### config.mk
export PLATFORM = sky130hd
export DESIGN_NAME = ldup_top
export DESIGN_NICKNAME = d
export VERILOG_FILES = /design/src/core/ldup_pkg.sv /design/src/core/ldup_channel.sv /design/src/core/ldup_top.sv
export SDC_FILE = /design/constraint.sdc
export NUM_CORES = 1
export LEC_CHECK = 0
export ABC_AREA = 1
export BUFFER_PORTS_ARGS = -buffer_cell sky130_fd_sc_hd__buf_2
export CAP_MARGIN = 20
export CORE_UTILIZATION = 48
export DETAILED_ROUTE_END_ITERATION = 7
export GPL_TIMING_DRIVEN = 1
export PLACE_DENSITY = 0.78
export SETUP_SLACK_MARGIN = 0.1
export SYNTH_ARGS = -nofsm -noshare
export SYNTH_HDL_FRONTEND = slang
export SYNTH_SLANG_ARGS = --single-unit
export TNS_END_PERCENT = 50
### constraint.sdc
create_clock -name clock_i -period 2.45 [get_ports clock_i]
set_clock_uncertainty 0.15 [all_clocks]
set_input_delay 0.3675 -clock clock_i [delete_from_list [all_inputs] [get_ports clock_i]]
set_output_delay 0.3675 -clock clock_i [all_outputs]
set_load 0.1 [all_outputs]
### src/core/ldup_pkg.sv
// Function
// - codes 0..5 give 1..32 period intervals
// - codes 6 and 7 act as 32
// - one pwm period is 4096 dimming clocks
// - reg 0x1B holds leds 8,7,6 fields
// - reg 0x1C holds leds 11,10,9 fields
// - leds 5,4,3 fields at 10:8,6:4,2:0
// - interval registers read back last written codes
// - duty is 12-bit, 0 off, FFF on
package ldup_pkg;
  localparam int          NUM_LEDS      = 12;
  localparam int          CODE_W        = 3;
  localparam int          DUTY_W        = 12;
  localparam int          ADDR_W        = 8;
  localparam int          DATA_W        = 13;
  localparam int          PERIOD_CYCLES = 4096;
  localparam int          MAX_INTERVAL  = 32;
  localparam logic [7:0]  OFFS_LEDS_2_1_0   = 8'h19;
  localparam logic [7:0]  OFFS_LEDS_5_4_3   = 8'h1A;
  localparam logic [7:0]  OFFS_LEDS_8_7_6   = 8'h1B;
  localparam logic [7:0]  OFFS_LEDS_11_10_9 = 8'h1C;
  localparam int          FIELD_LO_POS  = 0;
  localparam int          FIELD_MID_POS = 4;
  localparam int          FIELD_HI_POS  = 8;
  localparam logic [2:0]  CODE_RESET    = 3'h0;
  localparam logic [2:0]  CODE_LAST     = 3'h5;
  localparam logic [11:0] DUTY_RESET    = 12'h000;

  typedef struct packed {
    logic              wr_en;
    logic              rd_en;
    logic [ADDR_W-1:0] addr;
    logic [DATA_W-1:0] wdata;
  } ldup_reg_req_t;

  typedef struct packed {
    logic              rd_valid;
    logic [DATA_W-1:0] rdata;
  } ldup_reg_rsp_t;
endpackage : ldup_pkg

### src/core/ldup_channel.sv
`timescale 1ns/1ns
module ldup_channel (
  input  wire logic        clock_i,
  input  wire logic        rstn_i,
  input  wire logic        period_end_i,
  input  wire logic [2:0]  code_i,
  input  wire logic [11:0] pend_duty_i,
  output logic      [11:0] duty_o,
  output logic             update_o
);
  logic [4:0] count_reg;
  logic [4:0] limit;

  // saturating decode keeps the counter at 5 bits
  always_comb
  begin
    if (code_i > ldup_pkg::CODE_LAST)
      limit = 5'(ldup_pkg::MAX_INTERVAL - 1);
    else
      limit = 5'((1 << code_i) - 1);
  end

  always_ff @(posedge clock_i)
  begin
    if (!rstn_i)
    begin
      count_reg <= 5'h00;
      duty_o    <= ldup_pkg::DUTY_RESET;
      update_o  <= 1'b0;
    end
    else
    begin
      update_o <= 1'b0;
      if (period_end_i)
      begin
        // >= so a shortened code takes effect at once
        if (count_reg >= limit)
        begin
          count_reg <= 5'h00;
          duty_o    <= pend_duty_i;
          update_o  <= 1'b1;
        end
        else
          count_reg <= count_reg + 5'h01;
      end
    end
  end
endmodule : ldup_channel

### src/core/ldup_top.sv
`timescale 1ns/1ns
module ldup_top #(
  parameter int PERIOD_CYCLES = ldup_pkg::PERIOD_CYCLES
) (
  input  wire logic                    clock_i,
  input  wire logic                    rstn_i,
  input  wire ldup_pkg::ldup_reg_req_t reg_req_i,
  output ldup_pkg::ldup_reg_rsp_t      reg_rsp_o,
  input  wire logic [12*12-1:0]        pend_duty_i,
  output logic      [12*12-1:0]        duty_o,
  output logic      [11:0]             update_o,
  output logic                         period_end_o
);
  localparam int NL   = ldup_pkg::NUM_LEDS;
  localparam int CW   = ldup_pkg::CODE_W;
  localparam int DW   = ldup_pkg::DUTY_W;
  localparam int NREG = NL / 3;

  // the period counter is 16 bits wide and the strobe is set one count early
  if (PERIOD_CYCLES < 2 || PERIOD_CYCLES > 65536)
  begin : g_bad_period
    $error("PERIOD_CYCLES out of range");
  end

  // ports and register fields are laid out for twelve 3-bit codes and 12-bit duties
  if (NL != 12 || CW != 3 || DW != 12 || ldup_pkg::DATA_W < 11)
  begin : g_bad_layout
    $error("field layout does not fit the ports");
  end

  logic [15:0]     pcnt_reg;
  logic [15:0]     pcnt_next;
  logic            wrap;
  logic            hit;
  logic [1:0]      sel;
  logic [NREG-1:0] wr_sel;
  logic            rd_hit;
  logic [12:0]     rd_word;
  logic [CW-1:0]   code_arr [NL];

  logic [CW-1:0]   led0_update_interval_reg;
  logic [CW-1:0]   led1_update_interval_reg;
  logic [CW-1:0]   led2_update_interval_reg;
  logic [CW-1:0]   led3_update_interval_reg;
  logic [CW-1:0]   led4_update_interval_reg;
  logic [CW-1:0]   led5_update_interval_reg;
  logic [CW-1:0]   led6_update_interval_reg;
  logic [CW-1:0]   led7_update_interval_reg;
  logic [CW-1:0]   led8_update_interval_reg;
  logic [CW-1:0]   led9_update_interval_reg;
  logic [CW-1:0]   led10_update_interval_reg;
  logic [CW-1:0]   led11_update_interval_reg;

  // one extractor keeps the three slots at the same bits in every register
  function automatic logic [2:0] field_at(input logic [12:0] word, input int pos);
    return word[pos +: 3];
  endfunction : field_at

  // address decode, shared by the write and the read path
  always_comb
  begin
    hit = 1'b1;
    sel = 2'h0;
    case (reg_req_i.addr)
      ldup_pkg::OFFS_LEDS_2_1_0:   sel = 2'h0;
      ldup_pkg::OFFS_LEDS_5_4_3:   sel = 2'h1;
      ldup_pkg::OFFS_LEDS_8_7_6:   sel = 2'h2;
      ldup_pkg::OFFS_LEDS_11_10_9: sel = 2'h3;
      default:                     hit = 1'b0;
    endcase
  end

  // writes to unmapped offsets select no register and are dropped
  always_comb
  begin
    wr_sel = '0;
    if (reg_req_i.wr_en && hit)
      wr_sel[sel] = 1'b1;
  end

  assign rd_hit = reg_req_i.rd_en && hit;

  // period counter: one boundary strobe every PERIOD_CYCLES clocks
  always_comb
  begin
    wrap = (pcnt_reg == 16'(PERIOD_CYCLES - 1));
    if (wrap)
      pcnt_next = 16'h0000;
    else
      pcnt_next = pcnt_reg + 16'h0001;
  end

  always_ff @(posedge clock_i)
  begin
    if (!rstn_i)
      pcnt_reg <= 16'h0000;
    else
      pcnt_reg <= pcnt_next;
  end

  // strobe registered one count early so it stands in the wrap cycle
  always_ff @(posedge clock_i)
  begin
    if (!rstn_i)
      period_end_o <= 1'b0;
    else
      period_end_o <= (pcnt_reg == 16'(PERIOD_CYCLES - 2));
  end

  // leds 2, 1, 0
  always_ff @(posedge clock_i)
  begin
    if (!rstn_i)
    begin
      led0_update_interval_reg <= ldup_pkg::CODE_RESET;
      led1_update_interval_reg <= ldup_pkg::CODE_RESET;
      led2_update_interval_reg <= ldup_pkg::CODE_RESET;
    end
    else if (wr_sel[0])
    begin
      led0_update_interval_reg <= field_at(reg_req_i.wdata, ldup_pkg::FIELD_LO_POS);
      led1_update_interval_reg <= field_at(reg_req_i.wdata, ldup_pkg::FIELD_MID_POS);
      led2_update_interval_reg <= field_at(reg_req_i.wdata, ldup_pkg::FIELD_HI_POS);
    end
  end

  // leds 5, 4, 3
  always_ff @(posedge clock_i)
  begin
    if (!rstn_i)
    begin
      led3_update_interval_reg <= ldup_pkg::CODE_RESET;
      led4_update_interval_reg <= ldup_pkg::CODE_RESET;
      led5_update_interval_reg <= ldup_pkg::CODE_RESET;
    end
    else if (wr_sel[1])
    begin
      led3_update_interval_reg <= field_at(reg_req_i.wdata, ldup_pkg::FIELD_LO_POS);
      led4_update_interval_reg <= field_at(reg_req_i.wdata, ldup_pkg::FIELD_MID_POS);
      led5_update_interval_reg <= field_at(reg_req_i.wdata, ldup_pkg::FIELD_HI_POS);
    end
  end

  // leds 8, 7, 6
  always_ff @(posedge clock_i)
  begin
    if (!rstn_i)
    begin
      led6_update_interval_reg <= ldup_pkg::CODE_RESET;
      led7_update_interval_reg <= ldup_pkg::CODE_RESET;
      led8_update_interval_reg <= ldup_pkg::CODE_RESET;
    end
    else if (wr_sel[2])
    begin
      led6_update_interval_reg <= field_at(reg_req_i.wdata, ldup_pkg::FIELD_LO_POS);
      led7_update_interval_reg <= field_at(reg_req_i.wdata, ldup_pkg::FIELD_MID_POS);
      led8_update_interval_reg <= field_at(reg_req_i.wdata, ldup_pkg::FIELD_HI_POS);
    end
  end

  // leds 11, 10, 9
  always_ff @(posedge clock_i)
  begin
    if (!rstn_i)
    begin
      led9_update_interval_reg  <= ldup_pkg::CODE_RESET;
      led10_update_interval_reg <= ldup_pkg::CODE_RESET;
      led11_update_interval_reg <= ldup_pkg::CODE_RESET;
    end
    else if (wr_sel[3])
    begin
      led9_update_interval_reg  <= field_at(reg_req_i.wdata, ldup_pkg::FIELD_LO_POS);
      led10_update_interval_reg <= field_at(reg_req_i.wdata, ldup_pkg::FIELD_MID_POS);
      led11_update_interval_reg <= field_at(reg_req_i.wdata, ldup_pkg::FIELD_HI_POS);
    end
  end

  // the channels see the codes as one array, indexed by led number
  assign code_arr[0]  = led0_update_interval_reg;
  assign code_arr[1]  = led1_update_interval_reg;
  assign code_arr[2]  = led2_update_interval_reg;
  assign code_arr[3]  = led3_update_interval_reg;
  assign code_arr[4]  = led4_update_interval_reg;
  assign code_arr[5]  = led5_update_interval_reg;
  assign code_arr[6]  = led6_update_interval_reg;
  assign code_arr[7]  = led7_update_interval_reg;
  assign code_arr[8]  = led8_update_interval_reg;
  assign code_arr[9]  = led9_update_interval_reg;
  assign code_arr[10] = led10_update_interval_reg;
  assign code_arr[11] = led11_update_interval_reg;

  // read mux: unmapped reads and the spare bits stay zero
  always_comb
  begin
    rd_word = 13'h0000;
    if (rd_hit)
    begin
      case (sel)
        2'h0:
        begin
          rd_word[ldup_pkg::FIELD_LO_POS  +: 3] = led0_update_interval_reg;
          rd_word[ldup_pkg::FIELD_MID_POS +: 3] = led1_update_interval_reg;
          rd_word[ldup_pkg::FIELD_HI_POS  +: 3] = led2_update_interval_reg;
        end
        2'h1:
        begin
          rd_word[ldup_pkg::FIELD_LO_POS  +: 3] = led3_update_interval_reg;
          rd_word[ldup_pkg::FIELD_MID_POS +: 3] = led4_update_interval_reg;
          rd_word[ldup_pkg::FIELD_HI_POS  +: 3] = led5_update_interval_reg;
        end
        2'h2:
        begin
          rd_word[ldup_pkg::FIELD_LO_POS  +: 3] = led6_update_interval_reg;
          rd_word[ldup_pkg::FIELD_MID_POS +: 3] = led7_update_interval_reg;
          rd_word[ldup_pkg::FIELD_HI_POS  +: 3] = led8_update_interval_reg;
        end
        2'h3:
        begin
          rd_word[ldup_pkg::FIELD_LO_POS  +: 3] = led9_update_interval_reg;
          rd_word[ldup_pkg::FIELD_MID_POS +: 3] = led10_update_interval_reg;
          rd_word[ldup_pkg::FIELD_HI_POS  +: 3] = led11_update_interval_reg;
        end
        default: rd_word = 13'h0000;
      endcase
    end
  end

  // a write and a read in one cycle answer the old codes
  always_ff @(posedge clock_i)
  begin
    if (!rstn_i)
    begin
      reg_rsp_o.rd_valid <= 1'b0;
      reg_rsp_o.rdata    <= 13'h0000;
    end
    else
    begin
      reg_rsp_o.rd_valid <= reg_req_i.rd_en;
      reg_rsp_o.rdata    <= rd_word;
    end
  end

  for (genvar i = 0; i < NL; i++)
  begin : g_ch
    ldup_channel u_ch (
      .clock_i      (clock_i),
      .rstn_i       (rstn_i),
      .period_end_i (period_end_o),
      .code_i       (code_arr[i]),
      .pend_duty_i  (pend_duty_i[12*i +: 12]),
      .duty_o       (duty_o[12*i +: 12]),
      .update_o     (update_o[i])
    );
  end
endmodule : ldup_top

==> reports/results.tsv, run 1 <==
stage	metric	value	unit
worst_setup_path	Top delay family on crit path	compound AO/OA/AOI/OAI gates	
route	via count	13892	
worst_setup_path	most frequent cell on the critical path	buf_4	
clocking	root buffer cell	clkbuf_16	
route	drt first-iter violations	1087	
worst_setup_path	critical path's slowest cell	dfxtp_4	
logic_synthesis	number of library cell types mapped by synthesis	40	
timing	max-slew violations	0	
placed_design	IO buf count	331	
die	die area	0.0278	mm^2
logic_synthesis	Yosys warnings	0	
die	Starting Density	0.494	
clocking	CTS clock-pin slew for the worst setup and hold paths	0.06	ns
power	PwrDens	517	mW/mm^2
final_layout	NumNets Final	2466	
timing	final setup fails	7	
die	Top Ports	340	
timing	slew of the pin with the lowest slew margin	0.704	ns
route	routed length per instance	16.5	um
global_route	first-pass GRT wire length	64600	um
route	Post-DRT Antenna Nets	0	
final_layout	final core occ	0.716	
die	Die Y	167	um
worst_setup_path	Critical Path Source Type	flip-flop	
status	outcome	finished with violations	
clocking	H-tree levels	1	
die	die width	167	um
logic_synthesis	Synth area leader	dfxtp_1	
logic_synthesis	top post-synthesis cells by area	dfxtp_1 43%, nand3_1 13%, nand2_1 9.6%, ha_1 8.2%, nor2_1 4.6%	
worst_setup_path	CP Buf/Inv Count	4	
worst_setup_path	CP required	2.73	ns
timing	RSZ-0062 raised after global routing	yes	
global_route	largest net degree at the start of global routing	105	
worst_setup_path	FF-to-FF setup slack	-0.02	ns
logic_synthesis	top cell type's share of synthesized area	0.429	
status	failing checks	negative setup slack	
logic_synthesis	Mapped Cells	1675	
timing	Setup WS post-layout	-0.0217	ns
clocking	TritonCTS buffer count	29	
clocking	TritonCTS clock tree	done	
global_route	initial antenna violation count	1	
min_path	Worst Hold Class	in -> reg	
route	Routed WL	42300	um
global_route	GRT Total Usage	0.280	
worst_setup_path	Critical Path Fanout Max	12	
final_layout	max reg flops	144	
timing	Final Hold Slack	0.0135	ns
timing	Worst slew margin	0.530	
logic_synthesis	#FFs+latches synth	279	
timing	Final Hold Vio Count	0	
worst_setup_path	Largest stage delay, worst path	0.39	ns
clocking	Max Buffers Root-to-Sink	3	
timing	crit share post-route	1.01	
logic_synthesis	number of synthesized flops with an enable pin	0	
route	Met3 Wirelength	2870	um
worst_setup_path	crit end category	flip-flop	
route	residual DRC count	0	
die	num rows	59	
timing	maximum clock rate	405	MHz
logic_synthesis	average cell area after synthesis	7.77	um^2
route	Vias per Instance	5.41	
timing	Tmin final	2.47	ns
global_route	vias in the first global route	13355	
die	core outline area	0.0264	mm^2
power	Peak VDD IR	0.511	mV
run	MaxCap Viol Count	0	
route	met2 wire length	21300	um
route	WL met1	16000	um
route	Top Metal Used	met4	
logic_synthesis	predominant post-synthesis flop cell	dfxtp_1	
final_layout	Fillers	1828	
worst_setup_path	CP Cell Sequence	inv_4 -> buf_4 -> o21ai_0 -> xor2_1 -> ha_1 -> a21oi_1 -> o211ai_1 -> buf_4 -> buf_6 -> nand3_1 -> nand2_1	
placed_design	RePlAce Congestion	0.881	
global_route	grt ovf	0	
logic_synthesis	Seq/Total Area, Yosys	0.429	
route	DR pass1 iterations	5	
clocking	clk sink count	279	
final_layout	layout cells sized above 1	0.298	
power	leakage	0.00944	uW
worst_setup_path	Crit path arrival time	2.75	ns
logic_synthesis	Mapped Area	0.0130	mm^2
worst_setup_path	CP Class	reg -> reg	
final_layout	area delta synth->final	45.0	%
placed_design	DP Wirelength	25100	um
logic_synthesis	ys async rst share	0	
clocking	clock latency on the worst-skew pair	0.55	ns
-- routing by layer --
| metal | track usage | vias up |
|---|---|---|
| met3 | 0.0478 | 169 |
| met2 | 0.511 | 620 |
| met4 | 0.141 | 0 |
| met5 | 0 | - |
| met1 | 0.313 | 6451 |
| li1 | - | 6652 |
-- report_power, final --
| group | leakage (uW) | internal, uW | switching, uW |
|---|---|---|---|
| logic | 0.00668 | 311 | 297 |
| registers | 0.00226 | 4530 | 5.72 |
| clock network | 0.000492 | 2780 | 1830 |
-- layout by cell type, fill, tap and decap left out, types with 5 or more instances in the layout --
master and count:
a21o_1 11, a21oi_1 59, a21oi_2 7, and2_1 6, buf_12 9, buf_2 332, buf_4 80, buf_6 15
clkbuf_16 32, clkbuf_8 7, clkinv_2 5, dfxtp_1 249, dfxtp_2 21, dfxtp_4 9, dlygate4sd3_1 154, ha_1 76
ha_4 6, inv_1 64, inv_2 13, inv_4 21, mux2i_1 8, nand2_1 310, nand2_2 25, nand2_4 6
nand3_1 303, nand3_2 24, nand3_4 12, nand4_1 33, nor2_1 156, nor2_2 6, nor3_1 9, o21ai_0 33
o21ai_1 16, o21bai_1 7, xor2_1 50
-- cell families (layout without fill, tap and decap cells) --
family	Yosys count	count (layout)	synth area share
muxes	8	8	0.00615
DFF	279	279	0.429
xor gates and xnor gates	53	53	0.0357
and+or+nand+nor	903	903	0.314
adders and majority gates	85	85	0.0817
AOI/OAI and AO/OA	154	154	0.0664
other	1	5	0.000288
buffers and inverters	192	745	0.0661
-- stage by stage --
| stage | setup TNS, ns | instances | cell area, um^2 | total power, uW | setup slack (ns) |
|---|---|---|---|---|---|
| finish | -0.0750 | 2567 | 18900 | 9760 | -0.0217 |
| global route | -3.30 | 2567 | 18900 | 10000 | -0.148 |
| CTS | 0 | 2532 | 18000 | 9760 | 0.0740 |
| detailed placement | -2.42 | 2313 | 15200 | 5020 | -0.186 |
| global placement | -1.05 | 2313 | 15200 | 5010 | -0.0894 |
| floorplan | 0 | 1678 | 13000 | 4820 | 0.104 |
-- timing repair --
item	in CTS	in global routing
cloned	3	5
pin swaps	14	64
hold endpoints to repair	168	0
hold buffers	154	0
resized for setup	48	194
setup endpoints to repair	126	209
buffers inserted	13	29
-- worst reg2reg max path: cells and delay by family, from the launching register on --
family                   cells  cell delay (ns)
flip-flops                   1             0.39
AND/OR/NAND/NOR              2             0.16
XOR/XNOR                     1             0.19
AO/OA/AOI/OAI                3             0.65
buffers and inverters        4             0.51
adder cells (fa/ha/maj)      1             0.28
-- final timing paths --
| kind | from | to | cells after the start |
|---|---|---|---|
| setup / recovery | led7_update_interval_reg[0]$_SDFFE_PN0P_ | g_ch[7].u_ch.duty_o[3]$_SDFFE_PN0P_ | 11 |
| hold / removal | reg_req_i[2] | led0_update_interval_reg[2]$_SDFFE_PN0P_ | 3 |
| setup reg to reg | led7_update_interval_reg[0]$_SDFFE_PN0P_ | g_ch[7].u_ch.duty_o[3]$_SDFFE_PN0P_ | 11 |
| hold reg to reg | pcnt_reg[14]$_SDFF_PP0_ | pcnt_reg[14]$_SDFF_PP0_ | 2 |
-- cell usage after synthesis, types with 3 or more instances --
library cell	instances
a21boi_0	9
nand4_1	33
nand3_4	3
a21o_1	11
o21bai_1	9
ha_1	85
buf_1	10
o22ai_1	4
xor2_1	51
nand2_2	5
buf_6	4
nor2_2	3
nor2_1	161
mux2i_1	8
buf_4	18
a21oi_1	66
dfxtp_1	279
o21ai_0	42
and2_1	8
o21ai_1	10
nor3_1	11
nand2_1	334
inv_1	97
buf_2	25
nand3_1	335
clkbuf_1	35
-- cell type report --
type	instances	area (um^2)	area share
Multi-Input combinational cell	1207	7090	0.376
Sequential cell	279	5650	0.299
Timing Repair Buffer	596	4290	0.227
Clock buffer	39	833	0.0442
Inverter	99	429	0.0227
Tap cell	335	419	0.0222
Clock inverter	11	161	0.00856
Antenna cell	1	2.50	0.000133
No activity file was read; power rests on OpenSTA's default activity.
==> run 2, diff against run 1 <==
--- a/config.mk
+++ b/config.mk
@@ -8,10 +8,10 @@
 export ABC_AREA = 1
 export BUFFER_PORTS_ARGS = -buffer_cell sky130_fd_sc_hd__buf_2
 export CAP_MARGIN = 20
-export CORE_UTILIZATION = 48
+export CORE_UTILIZATION = 53
 export DETAILED_ROUTE_END_ITERATION = 7
 export GPL_TIMING_DRIVEN = 1
-export PLACE_DENSITY = 0.78
+export PLACE_DENSITY = 0.82
 export SETUP_SLACK_MARGIN = 0.1
 export SYNTH_ARGS = -nofsm -noshare
 export SYNTH_HDL_FRONTEND = slang
==> constraint.sdc (replaced) <==
create_clock -name clock_i -period 2.5 [get_ports clock_i]
set_clock_uncertainty 0.15 [all_clocks]
set_input_delay 0.375 -clock clock_i [delete_from_list [all_inputs] [get_ports clock_i]]
set_output_delay 0.375 -clock clock_i [all_outputs]
set_load 0.1 [all_outputs]
==> run 2 against run 1 <==
Compared with the run above:
- the flow now finishes without violations
- combinational power decreased by 3%
- sequential share of layout area grew 0.67 points
- count of clock-buffer cells in the layout down 1
- hold slack got worse by 0.0040 ns
- register-to-register slack improved by 0.05 ns
- via count is 1.5% higher
- cell area fell by 2.4%
- non-clock buffer count down 29
- largest power group unchanged
- highest routed layer is now met5
==> reports/results.tsv, run 2 (synthesis gave the netlist of run 1 again) <==
stage	metric	value	unit	change
status	outcome	completed		
route	drt first-iter violations	1389		+28%
final_layout	NumNets Final	2437		-1.2%
clocking	TritonCTS clock tree	done		
route	Routed WL	44500	um	+5.2%
min_path	Worst Min Path Start	reg_req_i[2]		
die	num rows	56		-5.1%
clocking	TritonCTS buffer count	29		unchanged
run	MaxCap Viol Count	0		unchanged
global_route	GRT Total Usage	0.321		+0.0412
clocking	H-tree levels	1		unchanged
worst_setup_path	Critical Path Source Type	flip-flop		
clocking	CTS clock-pin slew for the worst setup and hold paths	0.06	ns	about the same
die	die area	0.0252	mm^2	-9.3%
final_layout	max reg flops	144		unchanged
die	Die Y	159	um	-4.8%
worst_setup_path	Crit path arrival time	2.75	ns	about the same
global_route	largest net degree at the start of global routing	105		unchanged
power	PwrDens	526	mW/mm^2	+1.8%
global_route	initial antenna violation count	3		+2
worst_setup_path	reg2reg start	led7_update_interval_reg[0]$_SDFFE_PN0P_		
min_path	Worst Hold Class	in -> reg		
final_layout	multi-input logic area	0.00697	mm^2	-1.7%
global_route	vias in the first global route	13658		+2.3%
route	via count	14104		+1.5%
timing	maximum clock rate	405	MHz	about the same
power	leakage	0.00922	uW	-2.3%
timing	RSZ-0062 raised after global routing	yes		
final_layout	Sequential Area	0.00563	mm^2	-0.22%
final_layout	final instance area	0.0184	mm^2	-2.4%
worst_setup_path	R2R cell count	15		+4
final_layout	layout cells sized above 1	0.280		-0.0177
worst_setup_path	Crit Reg-Reg Endpoint	g_ch[7].u_ch.duty_o[1]$_SDFFE_PN0P_		
timing	slew of the pin with the lowest slew margin	0.686	ns	-0.0180 ns
placed_design	DP Wirelength	24900	um	-0.62%
die	Top Ports	340		unchanged
global_route	grt ovf	0		unchanged
final_layout	area delta synth->final	41.5	%	
clocking	clk sink count	279		unchanged
worst_setup_path	FF-to-FF setup slack	0.03	ns	+0.05 ns
power	Peak VDD IR	0.438	mV	-14%
timing	Final Hold Slack	0.00953	ns	-0.00396 ns
clocking	Max Buffers Root-to-Sink	3		unchanged
min_path	Hold Crit Depth	3		unchanged
timing	Setup WS post-layout	0.0294	ns	+0.0511 ns
timing	max-slew violations	0		unchanged
placed_design	RePlAce Congestion	0.853		-3.2%
worst_setup_path	CP startpoint	led7_update_interval_reg[0]$_SDFFE_PN0P_		
worst_setup_path	CP required	2.78	ns	+0.05 ns
timing	Worst slew margin	0.542		+0.0120
route	residual DRC count	0		unchanged
timing	Final Hold Vio Count	0		unchanged
worst_setup_path	Critical Path Fanout Max	7		-5
placed_design	pre-CTS setup slack	-0.176	ns	+0.00969 ns
timing	crit share post-route	0.988		-0.0206
final_layout	most frequent cells in the layout	332 x buf_2, 320 x nand2_1, 302 x nand3_1		
route	routed length per instance	17.6	um	+7.0%
worst_setup_path	crit end category	flip-flop		
timing	setup TNS	0	ns	+0.0750 ns
clocking	root buffer cell	clkbuf_16		
clocking	clock latency on the worst-skew pair	0.56	ns	about the same
worst_setup_path	CP Class	reg -> reg		
die	core outline area	0.0238	mm^2	-9.9%
timing	Tmin final	2.47	ns	-0.00114 ns
route	DR pass1 iterations	6		+1
worst_setup_path	Setup crit end	g_ch[7].u_ch.duty_o[1]$_SDFFE_PN0P_		
die	Starting Density	0.548		+0.0541
final_layout	commonest non-fill, non-tap cell in the layout	buf_2		
route	Post-DRT Antenna Nets	0		unchanged
placed_design	IO buf count	331		unchanged
global_route	first-pass GRT wire length	64700	um	+0.12%
route	Vias per Instance	5.59		+3.3%
final_layout	Fillers	1516		-17%
power	total power	9690	uW	-0.68%
timing	final setup fails	0		-7
die	die width	159	um	-4.8%
placed_design	dpl cell area	0.0150	mm^2	-1.1%
run 2: changes by cell type in the layout (fill, tap and decap cells not counted), sizes merged:
cell         delta
buf            -25
bufinv          +2
clkbuf          -1
dlygate4sd3     -4
inv             +1
run 2: through the flow:
| stage | utilization | instances |
|---|---|---|
| 6_report | 0.775 | 2524 |
| 5_1_grt | 0.775 | 2524 |
| 4_1_cts | 0.745 | 2498 |
| 3_5_place_dp | 0.632 | 2283 |
| 3_3_place_gp | 0.632 | 2283 |
| 2_1_floorplan | - | 1678 |
run 2: cell type report:
type                            instances  area share
Timing Repair Buffer                  567       0.216
Sequential cell                       279       0.306
Tap cell                              319      0.0217
Clock buffer                           38      0.0429
Multi-Input combinational cell       1207       0.379
Inverter                               99      0.0225
Antenna cell                            1    0.000136
Clock inverter                         14      0.0123
run 2: worst max-delay path, stage by stage, from the launching register on:
cell      delay, ns
dfxtp_4        0.37
inv_4          0.07
nand3_4        0.08
ha_4           0.18
inv_4          0.06
nor2_4         0.03
xor2_1         0.15
ha_1           0.32
nand2_2        0.06
nor2_1         0.10
o21ai_1        0.07
o211ai_1       0.16
nand2_2        0.18
buf_12         0.19
nand3_2        0.06
nand2_1        0.07
run 2: what timing repair did:
action | CTS | global route
pin swaps | 8 | 45
endpoints found under the setup margin | 114 | 182
hold buffers | 150 | 0
resized for setup | 32 | 171
buffers inserted | 12 | 18
endpoints found under the hold margin | 158 | 0
cloned | 1 | 7
run 2: worst min-delay path by stage:
stage	end	slack, ns
6_report	led0_update_interval_reg[2]$_SDFFE_PN0P_	0.01
5_1_grt	led1_update_interval_reg[1]$_SDFFE_PN0P_	0.01
4_1_cts	led7_update_interval_reg[1]$_SDFFE_PN0P_	0.0008
3_5_place_dp	pcnt_reg[15]$_SDFF_PP0_	0.30
3_3_place_gp	pcnt_reg[0]$_SDFF_PP0_	0.29
2_1_floorplan	pcnt_reg[0]$_SDFF_PP0_	0.28
run 2: where the power goes:
group / switching [uW] / leakage [uW] / internal [uW]
Combinational: 294 / 0.00646 / 296
Clock: 1820 / 0.000499 / 2830
Sequential: 5.82 / 0.00226 / 4440
Total: 2120 / 0.00922 / 7570
run 2: per-layer routing:
metal / share of wire / wire [um] / GRT usage
met5: 0.00029 / 13 / 0.00621
met1: 0.36 / 16000 / 0.343
met3: 0.084 / 3760 / 0.0915
met4: 0.057 / 2520 / 0.194
met2: 0.50 / 22100 / 0.561
==> run 3, diff against run 2 <==
--- a/config.mk
+++ b/config.mk
@@ -5,13 +5,13 @@
 export SDC_FILE = /design/constraint.sdc
 export NUM_CORES = 1
 export LEC_CHECK = 0
-export ABC_AREA = 1
 export BUFFER_PORTS_ARGS = -buffer_cell sky130_fd_sc_hd__buf_2
 export CAP_MARGIN = 20
 export CORE_UTILIZATION = 53
+export CTS_BUF_LIST = sky130_fd_sc_hd__clkbuf_16
 export DETAILED_ROUTE_END_ITERATION = 7
 export GPL_TIMING_DRIVEN = 1
-export PLACE_DENSITY = 0.82
+export PLACE_DENSITY = 0.83
 export SETUP_SLACK_MARGIN = 0.1
 export SYNTH_ARGS = -nofsm -noshare
 export SYNTH_HDL_FRONTEND = slang
==> run 3 against run 2 <==
Compared with the run above:
- area after synthesis fell by 5.2%
- count of clock-buffer cells in the layout fell by 9
- core utilization increased by 2.5 points
- die area shrank 5.1%
- routed wire length is 13% lower
- non-clock buffer count increased by 19
- the run now ends with negative setup slack left
- setup slack got worse by 0.33 ns
==> reports/results.tsv, run 3 <==
stage	metric	value	unit	change
worst_setup_path	crit end category	flip-flop		
placed_design	IO buf count	331		unchanged
clocking	TritonCTS buffer count	29		unchanged
clocking	clk sink count	279		unchanged
min_path	Hold Crit Depth	2		-1
final_layout	commonest non-fill, non-tap cell in the layout	buf_2		
power	leakage	0.00801	uW	-13%
timing	Worst slew margin	0.644		+0.102
global_route	GRT Total Usage	0.301		-0.0206
final_layout	most frequent cells in the layout	331 x buf_2, 270 x dfxtp_1, 154 x dlygate4sd3_1		
route	drt first-iter violations	789		-43%
route	Post-DRT Antenna Nets	0		unchanged
die	die width	155	um	-2.6%
final_layout	area delta synth->final	47.3	%	
power	Peak VDD IR	0.479	mV	+9.3%
timing	Setup WS post-layout	-0.306	ns	-0.335 ns
logic_synthesis	predominant post-synthesis flop cell	dfxtp_1		
final_layout	Layout Cells excl Fill	2107		-17%
worst_setup_path	CP Class	reg -> reg		
placed_design	Post-Place Cells	1874		-18%
final_layout	NumNets Final	2053		-16%
placed_design	DP Wirelength	21400	um	-14%
clocking	H-tree levels	1		unchanged
run	MaxCap Viol Count	0		unchanged
worst_setup_path	reg2reg start	led11_update_interval_reg[0]$_SDFFE_PN0P_		
die	core outline area	0.0227	mm^2	-4.4%
status	failing checks	negative setup slack		
global_route	first-pass GRT wire length	59100	um	-8.6%
route	Vias per Instance	5.78		+3.4%
logic_synthesis	commonest cells in the netlist	279 x dfxtp_1, 132 x a22o_1, 85 x ha_1, 79 x nor2_1, 54 x nand2_1		
logic_synthesis	most frequent cell after synthesis	dfxtp_1		
route	via count	12179		-14%
logic_synthesis	top cell type's share of synthesized area	0.453		+0.0236
logic_synthesis	Yosys warnings	0		unchanged
min_path	Worst Min Path Start	rstn_i		
min_path	Worst Hold Class	in -> reg		
die	num rows	55		-1.8%
timing	Tmin final	2.81	ns	+0.335 ns
clocking	root buffer cell	clkbuf_16		
route	DR pass1 iterations	6		unchanged
timing	slew of the pin with the lowest slew margin	0.530	ns	-0.155 ns
timing	max-slew violations	0		unchanged
die	Starting Density	0.543		-0.00463
global_route	vias in the first global route	12306		-9.9%
worst_setup_path	Crit Reg-Reg Endpoint	g_ch[11].u_ch.duty_o[3]$_SDFFE_PN0P_		
timing	RSZ-0062 raised after global routing	yes		
global_route	initial antenna violation count	1		-2
worst_setup_path	R2R cell count	11		-4
logic_synthesis	top post-synthesis cells by area	dfxtp_1 45%, a22o_1 9.4%, ha_1 8.6%, xnor2_1 2.4%, nor2_1 2.4%		
die	die area	0.0239	mm^2	-5.1%
power	Sw Ratio	0.229		+0.0104
worst_setup_path	Crit path arrival time	3.09	ns	+0.34 ns
clocking	TritonCTS clock tree	done		
timing	crit share post-route	1.12		+0.134
final_layout	multi-input logic area	0.00699	mm^2	+0.23%
placed_design	RePlAce Congestion	0.863		+1.1%
logic_synthesis	average cell area after synthesis	9.71	um^2	+25%
worst_setup_path	Critical Path Source Type	flip-flop		
logic_synthesis	#FFs+latches synth	279		unchanged
final_layout	final instance area	0.0182	mm^2	-1.3%
timing	Final Hold Vio Count	0		unchanged
power	Logic pwr share	0.069		+0.008
timing	maximum clock rate	356	MHz	-12%
power	PwrDens	509	mW/mm^2	-3.3%
global_route	grt ovf	0		unchanged
clocking	clock latency on the worst-skew pair	0.54	ns	-0.02 ns
power	Switch Pwr	2120	uW	about the same
final_layout	Fillers	1295		-15%
status	outcome	finished with violations		
power	clock share of power	0.449		-0.031
final_layout	max reg flops	144		unchanged
logic_synthesis	number of library cell types mapped by synthesis	53		+33%
logic_synthesis	number of synthesized flops with an enable pin	0		unchanged
route	Routed WL	38500	um	-13%
power	Seq pwr share	0.482		+0.023
worst_setup_path	Critical Path Fanout Max	17		+10
final_layout	Sequential Area	0.00560	mm^2	-0.64%
worst_setup_path	FF-to-FF setup slack	-0.31	ns	-0.33 ns
logic_synthesis	Mapped Area	0.0123	mm^2	-5.2%
worst_setup_path	CP required	2.78	ns	about the same
route	routed length per instance	18.3	um	+3.7%
logic_synthesis	Seq/Total Area, Yosys	0.453		+0.0236
logic_synthesis	ys async rst share	0		unchanged
route	residual DRC count	0		unchanged
placed_design	pre-CTS setup slack	-0.244	ns	-0.0683 ns
final_layout	layout cells sized above 1	0.337		+0.0567
clocking	Max Buffers Root-to-Sink	3		unchanged
die	Die Y	155	um	-2.6%
timing	final setup fails	188		+188
min_path	Hold Path Sink	reg_rsp_o[13]$_SDFF_PN0_		
global_route	largest net degree at the start of global routing	46		-56%
clocking	CTS clock-pin slew for the worst setup and hold paths	0.06	ns	about the same
logic_synthesis	Mapped Cells	1270		-24%
power	Power Internal	7130	uW	-5.9%
placed_design	dpl cell area	0.0148	mm^2	-1.5%
die	Top Ports	340		unchanged
logic_synthesis	Synth area leader	dfxtp_1		
==> run 3: cells by family (layout without fill, tap and decap cells) <==
logic type | after synthesis | count (layout) | synth area share
AOI/OAI and AO/OA | 354 | 356 | 0.213
xor gates and xnor gates | 52 | 52 | 0.0369
adders and majority gates | 85 | 85 | 0.0862
buffers and inverters | 124 | 670 | 0.0452
DFF | 279 | 279 | 0.453
muxes | 17 | 17 | 0.0138
other | 1 | 5 | 0.000304
and+or+nand+nor | 358 | 358 | 0.152
==> run 3: worst max-delay path, cell delays in order, from the launching register on <==
cell and delay, ns:
dfxtp_1 0.31, or3_4 0.40, ha_4 0.18, nor2b_4 0.13, a21oi_2 0.15, o22ai_1 0.10
ha_1 0.33, a21o_1 0.15, a31oi_2 0.06, a221o_1 0.32, buf_6 0.16, a22o_1 0.25
==> run 3: per-stage QoR <==
step	utilization	setup TNS, ns	total power, uW	hold slack [ns]
after detailed placement	0.651	-27.02	4930	0.304
final	0.800	-27.61	9250	0.131
after floorplan	-	-23.06	4740	0.314
after CTS	0.783	-16.52	9230	0.0987
after global routing	0.800	-44.05	9520	0.120
after global placement	0.651	-15.35	4920	0.294
==> run 3: metal layers <==
| layer | vias to the layer above | routed length (um) | global-route usage |
|---|---|---|---|
| met5 | - | 0 | 0 |
| met4 | 0 | 1330 | 0.130 |
| li1 | 5722 | - | - |
| met2 | 533 | 20100 | 0.563 |
| met1 | 5805 | 14500 | 0.333 |
| met3 | 119 | 2550 | 0.0499 |
==> run 3: cell type report <==
type                    instances  share of cell area
multi-input cells             872               0.385
flip-flops and latches        279               0.308
repair buffers                586               0.232
clock buffers                  29              0.0399
well taps                     285              0.0196
clock inverters                24             0.00991
inverters                      31             0.00640
diodes                          1            0.000138
==> run 3: worst max-delay path by stage <==
| stage | end | slack (ns) | depth (start not counted) | startpoint |
|---|---|---|---|---|
| finish | g_ch[11].u_ch.duty_o[3]$_SDFFE_PN0P_ | -0.31 | 11 | led11_update_interval_reg[0]$_SDFFE_PN0P_ |
| global route | g_ch[11].u_ch.duty_o[0]$_SDFFE_PN0P_ | -0.43 | 13 | led11_update_interval_reg[2]$_SDFFE_PN0P_ |
| CTS | g_ch[11].u_ch.duty_o[9]$_SDFFE_PN0P_ | -0.19 | 11 | led11_update_interval_reg[0]$_SDFFE_PN0P_ |
| detailed placement | g_ch[4].u_ch.duty_o[11]$_SDFFE_PN0P_ | -0.24 | 10 | led4_update_interval_reg[2]$_SDFFE_PN0P_ |
| global placement | g_ch[9].u_ch.duty_o[3]$_SDFFE_PN0P_ | -0.15 | 10 | led9_update_interval_reg[0]$_SDFFE_PN0P_ |
| floorplan | g_ch[11].u_ch.duty_o[10]$_SDFFE_PN0P_ | -0.28 | 12 | led11_update_interval_reg[2]$_SDFFE_PN0P_ |
==> run 3: what timing repair did <==
item | in CTS | in global routing
endpoints found under the hold margin | 154 | 0
cloned | 8 | 2
gates resized for setup | 86 | 63
setup buffers | 11 | 4
hold buffers | 154 | 0
endpoints found under the setup margin | 198 | 206
pin swaps | 96 | 92
==> run 3: power groups by stage <==
stage               Sequential, uW  Clock, uW  Combinational [uW]
finish                        4460       4150                 637
floorplan                     4560          0                 174
detailed placement            4560          0                 371
global route                  4460       4390                 672
global placement              4560          0                 362
CTS                           4460       4170                 596
